**src/shared/bioc_pkg.sv**
```systemverilog
package bioc_pkg;

    // Control micro-command layout
    localparam int OPC_LSB    = 12;
    localparam int FILE_LSB   = 8;
    localparam int CFLD_LSB   = 4;
    localparam int STAR_BIT   = 3;
    localparam logic [3:0] OPC_CONTROL = 4'h7;

    // c field codes that do not touch the mode register
    localparam logic [3:0] C_NOP          = 4'h0;
    localparam logic [3:0] C_SENSE_SW     = 4'h1;
    localparam logic [3:0] C_SHIFT_R4     = 4'h2;
    localparam logic [3:0] C_INT_STATUS   = 4'h4;
    localparam logic [3:0] C_CONSOLE_SW   = 4'h7;

    // Mode register encodings
    typedef enum logic [2:0] {
        MODE_IDLE      = 3'b000,
        MODE_CTRL_OUT  = 3'b001,
        MODE_DATA_OUT  = 3'b010,
        MODE_SPACE     = 3'b011,
        MODE_CONC_ACK  = 3'b100,
        MODE_INTR_ACK  = 3'b101,
        MODE_DATA_IN   = 3'b110,
        MODE_SPARE     = 3'b111
    } bioc_mode_e;

    localparam logic [2:0] MODE_RESET = 3'h0;
    localparam logic [7:0] BYTE_RESET = 8'h00;

    // File register zero flag positions
    localparam int F0_CONC_REQ  = 3;
    localparam int F0_INT_INT   = 4;
    localparam int F0_REPLY     = 5;
    localparam int F0_SERIAL_IN = 6;
    localparam int F0_EXT_INT   = 7;

    // Internal status bit positions
    localparam int IS_CONSOLE_INT = 0;
    localparam int IS_DMA         = 1;
    localparam int IS_RT_CLOCK    = 2;
    localparam int IS_PARITY      = 4;
    localparam int IS_HALT_SW     = 6;
    localparam int IS_POWER_FAIL  = 7;

    localparam int FIFO_WIDTH = 12;
    localparam int FIFO_DEPTH = 8;

    localparam int STEP_NS   = 220;
    localparam int CLK_NS    = 100;
    localparam int STEP_CYC  = (STEP_NS + CLK_NS - 1) / CLK_NS;

    typedef struct packed {
        logic ctrl_out_strobe;
        logic data_output_strobe;
        logic serial_space;
        logic concurrent_ack;
        logic interrupt_ack;
        logic data_input_strobe;
        logic spare_mode;
    } bioc_strobes_s;

    // Transfer result: destination file number and byte
    typedef struct packed {
        logic [3:0] file_sel;
        logic [7:0] data;
    } bioc_xfer_s;

endpackage

```
**src/bioc_top.sv**
```systemverilog
`timescale 1ns/1ns
// Contract
// - Control command with c in 8-F loads c low three bits into mode.
// - Mode comes from command bits 6..4; besides reset to idle, nothing else loads or clears it.
// - c equal to 1000 clears the mode to idle.
// - Mode top bit set routes the input bus in place of file data.
// - External I/O command moves file or input bus data to destination.
// - Eight modes decode to idle, three outputs, four inputs strobes.
// - 1001 control output, 1010 data output, 1011 serial space.
// - C concurrent ack, D interrupt ack, E data input, F spare.
// - Serial output spaces only in serial space mode, else marks.
// - c codes 0,1,2,4,7 leave the mode register alone.
// - Any internal status bit set raises file zero bit 4.
// - Enter internal status moves the status byte to the file.
// - Status bits: 0 console, 1 DMA, 2 clock, 4 parity, 6 halt, 7 power.
// - Input data feeds B bus; input control lines sit in file zero.
// - Input bus lines are active low and are inverted on entry.
// - Each I/O step, load or clear included, takes one machine cycle.
// - File zero: external interrupt bit 7, reply 5, transfer request 3.
// - Serial receive is file zero bit 6, one while a space arrives.
module bioc_top
    import bioc_pkg::*;
(
    input  wire logic          ref_clk_i,
    input  wire logic          rst_n_i,
    // Control micro-command, one per step
    input  wire logic          cmd_valid_i,
    input  wire logic [15:0]   cmd_i,
    input  wire logic [7:0]    file_data_i,
    input  wire logic [7:0]    sense_sw_i,
    input  wire logic [7:0]    console_sw_i,
    // Shared input bus and lines, active low except serial_rx_space_i
    input  wire logic [7:0]    in_data_n_i,
    input  wire logic          ext_int_n_i,
    input  wire logic          io_reply_n_i,
    input  wire logic          conc_req_n_i,
    input  wire logic          serial_rx_space_i,
    // Internal status sources
    input  wire logic          console_int_i,
    input  wire logic          dma_int_i,
    input  wire logic          rt_clock_int_i,
    input  wire logic          parity_err_i,
    input  wire logic          halt_sw_i,
    input  wire logic          power_fail_i,
    input  wire logic [1:0]    spare_status_i,
    // Outputs, and the xfer_ready_i handshake input
    output logic               cmd_ready_o,
    output logic [2:0]         io_bus_mode_o,
    output bioc_strobes_s      strobes_o,
    output logic               serial_tx_mark_o,
    output logic               input_flag_o,
    output logic [7:0]         file0_flags_o,
    output logic [7:0]         internal_status_bits_o,
    output logic               xfer_valid_o,
    input  wire logic          xfer_ready_i,
    output bioc_xfer_s         xfer_o
);

    function automatic bioc_strobes_s decode_mode(input logic [2:0] m);
        bioc_strobes_s s;
        s = '0;
        case (m)
            MODE_IDLE:     s = '0;
            MODE_CTRL_OUT: s.ctrl_out_strobe    = 1'b1;
            MODE_DATA_OUT: s.data_output_strobe = 1'b1;
            MODE_SPACE:    s.serial_space       = 1'b1;
            MODE_CONC_ACK: s.concurrent_ack     = 1'b1;
            MODE_INTR_ACK: s.interrupt_ack      = 1'b1;
            MODE_DATA_IN:  s.data_input_strobe  = 1'b1;
            MODE_SPARE:    s.spare_mode         = 1'b1;
            default:       s = '0;
        endcase
        return s;
    endfunction

    logic [2:0]    io_bus_mode_r;
    logic [2:0]    io_bus_mode_nxt;
    bioc_strobes_s strobes_r;
    logic          serial_tx_mark_r;
    logic [7:0]    status_r;
    logic [7:0]    file0_r;
    logic [3:0]    opc;
    logic [3:0]    cfld;
    logic [3:0]    fsel;
    logic          is_ctrl;
    logic          is_io;
    logic          take;
    logic          fifo_ready;
    logic [7:0]    in_bus;
    logic [7:0]    xfer_byte;
    logic          xfer_push;
    logic [FIFO_WIDTH-1:0] fifo_out;

    assign opc     = cmd_i[OPC_LSB +: 4];
    assign fsel    = cmd_i[FILE_LSB +: 4];
    assign cfld    = cmd_i[CFLD_LSB +: 4];
    assign is_ctrl = (opc == OPC_CONTROL);
    assign is_io   = cfld[3];
    // Stall the command stream while the transfer queue is full
    assign take        = cmd_valid_i && fifo_ready;
    assign cmd_ready_o = fifo_ready;

    assign in_bus = ~in_data_n_i;

    // Mode register: only external I/O control commands touch it
    always_comb
    begin
        io_bus_mode_nxt = io_bus_mode_r;
        if (take && is_ctrl && is_io)
        begin
            io_bus_mode_nxt = cfld[2:0];
        end
    end

    always_ff @(posedge ref_clk_i or negedge rst_n_i)
    begin
        if (!rst_n_i)
        begin
            io_bus_mode_r <= MODE_RESET;
        end
        else
        begin
            io_bus_mode_r <= io_bus_mode_nxt;
        end
    end

    // Strobes registered from the next mode so they track the mode exactly
    always_ff @(posedge ref_clk_i or negedge rst_n_i)
    begin
        if (!rst_n_i)
        begin
            strobes_r        <= '0;
            serial_tx_mark_r <= 1'b1;
        end
        else
        begin
            strobes_r        <= decode_mode(io_bus_mode_nxt);
            serial_tx_mark_r <= (io_bus_mode_nxt != MODE_SPACE);
        end
    end

    // Internal status sampled every cycle
    always_ff @(posedge ref_clk_i or negedge rst_n_i)
    begin
        if (!rst_n_i)
        begin
            status_r <= BYTE_RESET;
        end
        else
        begin
            status_r[IS_CONSOLE_INT] <= console_int_i;
            status_r[IS_DMA]         <= dma_int_i;
            status_r[IS_RT_CLOCK]    <= rt_clock_int_i;
            status_r[3]              <= spare_status_i[0];
            status_r[IS_PARITY]      <= parity_err_i;
            status_r[5]              <= spare_status_i[1];
            status_r[IS_HALT_SW]     <= halt_sw_i;
            status_r[IS_POWER_FAIL]  <= power_fail_i;
        end
    end

    // File zero flag byte; arithmetic flags 0..2 live elsewhere
    always_ff @(posedge ref_clk_i or negedge rst_n_i)
    begin
        if (!rst_n_i)
        begin
            file0_r <= BYTE_RESET;
        end
        else
        begin
            file0_r              <= BYTE_RESET;
            file0_r[F0_CONC_REQ] <= ~conc_req_n_i;
            file0_r[F0_INT_INT]  <= |status_r;
            file0_r[F0_REPLY]    <= ~io_reply_n_i;
            file0_r[F0_SERIAL_IN] <= serial_rx_space_i;
            file0_r[F0_EXT_INT]  <= ~ext_int_n_i;
        end
    end

    // Data source for the transfer of this command
    always_comb
    begin
        xfer_byte = file_data_i;
        xfer_push = 1'b0;
        if (take && is_ctrl)
        begin
            if (is_io)
            begin
                xfer_push = 1'b1;
                // Source follows the mode in force at this command
                xfer_byte = io_bus_mode_r[2] ? in_bus : file_data_i;
            end
            else
            begin
                case (cfld)
                    C_SENSE_SW:
                    begin
                        xfer_push = 1'b1;
                        xfer_byte = sense_sw_i;
                    end
                    C_SHIFT_R4:
                    begin
                        xfer_push = 1'b1;
                        xfer_byte = {4'h0, file_data_i[7:4]};
                    end
                    C_INT_STATUS:
                    begin
                        xfer_push = 1'b1;
                        xfer_byte = status_r;
                    end
                    C_CONSOLE_SW:
                    begin
                        xfer_push = 1'b1;
                        xfer_byte = console_sw_i;
                    end
                    default:
                    begin
                        xfer_push = 1'b0;
                        xfer_byte = file_data_i;
                    end
                endcase
            end
        end
    end

    bioc_fifo #(
        .WIDTH (FIFO_WIDTH),
        .DEPTH (FIFO_DEPTH)
    ) u_fifo (
        .ref_clk_i   (ref_clk_i),
        .rst_n_i     (rst_n_i),
        .in_valid_i  (xfer_push),
        .in_ready_o  (fifo_ready),
        .in_data_i   ({fsel, xfer_byte}),
        .out_valid_o (xfer_valid_o),
        .out_ready_i (xfer_ready_i),
        .out_data_o  (fifo_out)
    );

    assign xfer_o                 = bioc_xfer_s'(fifo_out);
    assign io_bus_mode_o          = io_bus_mode_r;
    assign strobes_o              = strobes_r;
    assign serial_tx_mark_o       = serial_tx_mark_r;
    assign input_flag_o           = io_bus_mode_r[2];
    assign file0_flags_o          = file0_r;
    assign internal_status_bits_o = status_r;

endmodule

```
**src/bioc_fifo.sv**
```systemverilog
`timescale 1ns/1ns
module bioc_fifo
    import bioc_pkg::*;
#(
    parameter int WIDTH = 12,
    parameter int DEPTH = 8
)(
    input  wire logic             ref_clk_i,
    input  wire logic             rst_n_i,
    input  wire logic             in_valid_i,
    output logic                  in_ready_o,
    input  wire logic [WIDTH-1:0] in_data_i,
    output logic                  out_valid_o,
    input  wire logic             out_ready_i,
    output logic [WIDTH-1:0]      out_data_o
);
    localparam int AW = $clog2(DEPTH);

    logic [WIDTH-1:0] mem_r [DEPTH];
    logic [AW-1:0]    wr_ptr_r;
    logic [AW-1:0]    rd_ptr_r;
    logic [AW:0]      count_r;
    logic             push;
    logic             pop;

    assign in_ready_o  = (count_r != (AW+1)'(DEPTH));
    assign out_valid_o = (count_r != '0);
    assign push        = in_valid_i && in_ready_o;
    assign pop         = out_valid_o && out_ready_i;
    assign out_data_o  = mem_r[rd_ptr_r];

    always_ff @(posedge ref_clk_i)
    begin
        if (push)
        begin
            mem_r[wr_ptr_r] <= in_data_i;
        end
    end

    always_ff @(posedge ref_clk_i or negedge rst_n_i)
    begin
        if (!rst_n_i)
        begin
            wr_ptr_r <= '0;
            rd_ptr_r <= '0;
            count_r  <= '0;
        end
        else
        begin
            if (push)
            begin
                wr_ptr_r <= (wr_ptr_r == AW'(DEPTH-1)) ? '0 : wr_ptr_r + 1'b1;
            end
            if (pop)
            begin
                rd_ptr_r <= (rd_ptr_r == AW'(DEPTH-1)) ? '0 : rd_ptr_r + 1'b1;
            end
            count_r <= count_r + (AW+1)'(push) - (AW+1)'(pop);
        end
    end

endmodule

```
**config.mk**
```make
export PLATFORM = sky130hd
export DESIGN_NAME = bioc_top
export DESIGN_NICKNAME = d
export VERILOG_FILES = /design/src/shared/bioc_pkg.sv /design/src/bioc_top.sv /design/src/bioc_fifo.sv
export SDC_FILE = /design/constraint.sdc
export NUM_CORES = 1
export LEC_CHECK = 0
export ABC_AREA = 1
export BUFFER_PORTS_ARGS = -buffer_cell sky130_fd_sc_hd__buf_2
export CAP_MARGIN = 20
export CORE_UTILIZATION = 61
export DETAILED_ROUTE_END_ITERATION = 10
export PLACE_DENSITY = 0.86
export SYNTH_ARGS = -nofsm -noshare
export SYNTH_HDL_FRONTEND = slang
export SYNTH_HIERARCHICAL = 1
export SYNTH_SLANG_ARGS = --single-unit
```
**constraint.sdc**
```tcl
create_clock -name ref_clk_i -period 6.5 [get_ports ref_clk_i]
set_input_delay 1.95 -clock ref_clk_i [delete_from_list [all_inputs] [get_ports ref_clk_i]]
set_output_delay 1.95 -clock ref_clk_i [all_outputs]
set_load 0.1 [all_outputs]
```
==> impl_results.md <==
- Status: complete, no violations
- Cells after Synth: 702
- Clk_lat worst skew: 510 ps
- Synthesis-to-finish area growth: 18.64%
- Initial antenna violation count: 0
- Final ANT Viol Nets: 0
- CP max FO: 49
- Slew Limit Headroom: 42.03%
- Cell variety after synth: 30
- Final count of negative-setup-slack endpoints: 0
- Async S/R FF share, synth: 26.15%
- Post-Place Worst Slack: 1840 ps
- Setup Fix Bufs, Post-CTS: 0
- Core area: 9910 um^2
- Mapped Area: 6295 um^2
- Drt wl/cell: 15.59 um
- Final Skew: 6.473 ps
- Synthesized area per cell: 8.967 um^2
- Clk root buf: clkbuf_8
- Routed via count: 5,085
- Final instance area: 7468 um^2
- Number of global-route vias before repair: 5,140
- H-tree depth: 4
- Final global-route overflow total: 0
- RSZ-0062 raised after global routing: false
- CTS-repair resized insts: 0
- Worst setup margin: 1599 ps
- Final hold vios: 0
- Final nets: 878
- Leak: 3.763 nW
- #FFs+latches synth: 130
- CP Class: register to primary output
- Buffers on Ports: 98
- Final Max Slew Viols: 0
- Pre-antenna DRT Iters: 6
- Ys flop type: edfxtp_1
- Worst-path clk slew: 60 ps
- Clock Sink Count: 130
- Highest clock rate: 204.0 MHz
- Worst vdd rail ir drop: 0.0005764 V
- Initial core utilization: 63.52%
- Number of instances in the placed design: 917
- Residual DRC: 0
- Pwr dens: 452.3 nW/um^2
- Hold buffer count at cts: 0
- Placed instance area: 6863 um^2
- Routed wire length: 14.80 mm
- Number of cell rows: 36
- First DRT Iteration DRCs: 394
- Worst EP required: 4550 ps
- Die W: 103.6 um
- Most common cell in the netlist: nand2_1
- Worst setup SP type: register
- Global-route wire length before repair: 23.85 mm
- Yosys top cell by area: edfxtp_1
- DP Wirelength: 9.179 mm
- Yosys top cell area share: 45.80%
- Layout cells sized above 1: 19.61%
- Final cell count without fillers: 949
- Final setup TNS: 0 ps
- Top cells by instance count after synthesis: nand2_1 (231), inv_1 (130), edfxtp_1 (96)
- TritonCTS clock tree: built
- Crit. End Element: primary output
- Arr. time, crit path: 2950 ps
- I/O pin count: 106
- DIE AREA: 10,730 um^2
- Pin count of the biggest net entering global routing: 50
- CTS buffer count: 17
- Longest Clk Path Bufs: 2
- Via density: 5.358
- Hold crit path type: register to register
- Minimum clock period: 4901 ps
- EDFF count, synth: 96
- Synth top area cells: edfxtp_1 (46%), nand2_1 (14%), dfrtp_1 (13%), inv_1 (7.8%), nand3_1 (6.4%)
- Final Wtd Congestion: 0.8868
- Period Utilization, post-route: 75.40%
- Synth Warn #: 6
- ANT cells: 0
- GRT Util Overall: 28.86%
- Worst-Margin Slew: 868.3 ps
- MaxCap Viol Count: 0
- Die Y-Extent: 103.6 um
- Seq/Total Area, Yosys: 59.33%
-- report_power, final --
part           internal (mW)  total, mW  leakage, nW  switching [mW]
clock                  0.623      0.973        0.290           0.349
sequential             0.943       1.00         1.28          0.0615
combinational          0.269       1.40         2.19            1.13
-- layout by cell type, fill, tap and decap left out, types with 3 or more instances in the layout --
cell,instances
nand3b_1,4
nand3_1,81
nor2_2,4
edfxtp_1,96
o21ai_2,3
o21ai_1,3
nor2_1,25
conb_1,3
inv_2,5
bufinv_16,4
clkbuf_16,16
nand2_2,3
inv_1,130
a21oi_1,13
ha_1,10
or2_2,4
o21ai_0,11
nor3_1,8
buf_4,10
nand2_1,231
dfrtp_1,33
buf_2,98
-- metal layers --
| layer | global-route usage, % | up-vias | wire [um] |
|---|---|---|---|
| met4 | 12.53 | 0 | 366 |
| met2 | 50.05 | 268 | 7616 |
| met1 | 34.20 | 2381 | 5514 |
| met3 | 7.048 | 38 | 1300 |
| li1 | - | 2398 | - |
| met5 | 0 | - | 0 |
-- final cells by class --
cell class	instances	area [um^2]
Multi-Input combinational cell	411	1889
Sequential cell	130	3735
Tap cell	133	166.4
Clock buffer	19	421.7
Fill cell	666	2441
Inverter	135	506.7
Timing Repair Buffer	108	565.5
Clock inverter	13	183.9
-- final timing paths --
kind	start	endpoint	slack [ps]	cells past startpoint
min in group asynchronous	rst_n_i	file0_flags_o[5]	1500	1
min reg2reg	internal_status_bits_o[1]	file0_flags_o[4]	510	2
max in group asynchronous	rst_n_i	internal_status_bits_o[7]	4530	1
min	internal_status_bits_o[1]	file0_flags_o[4]	510	2
max	u_fifo/rd_ptr_r[0]	xfer_o[6]	1600	8
max reg2reg	u_fifo/count_r[2]	u_fifo/count_r[2]	3190	15
-- registers in the layout, indices dropped and copies added, names as in the netlist --
signal                  flops
strobes_o                   7
u_fifo/mem_r               96
io_bus_mode_o               3
internal_status_bits_o      8
u_fifo/rd_ptr_r             3
u_fifo/wr_ptr_r             3
u_fifo/count_r              4
file0_flags_o               5
serial_tx_mark_o            1
-- kinds of logic (layout without fill, tap and decap cells) --
group                    count (synthesis)  after routing  synth area share (%)
AND/OR/NAND/NOR                        364            364                 24.43
buffers and inverters                  163            275                 10.77
flip-flops                             130            130                 59.33
AO/OA/AOI/OAI                           31             31                 2.822
adder cells (fa/ha/maj)                 11             11                 2.306
XOR/XNOR                                 2              2                0.2783
other                                    1              3               0.05957
-- worst max-delay path: stages (launching register included) --
cell and delay [ps]:
dfrtp_1 380, buf_4 490, inv_2 500, nand2_1 200, nand3_1 130, nand2_1 110, nand2_1 50, nand2_1 120
buf_2 430
-- stage by stage --
step	hold slack, ps	power (mW)	utilization, %
after floorplan	478.4	2.166	-
after global placement	487.6	2.359	69.26
after detailed placement	490.2	2.397	69.26
after CTS	504.3	3.378	75.37
after global routing	533.2	3.524	75.37
final	514.1	3.378	75.37
No activity file was read; power rests on OpenSTA's default activity.
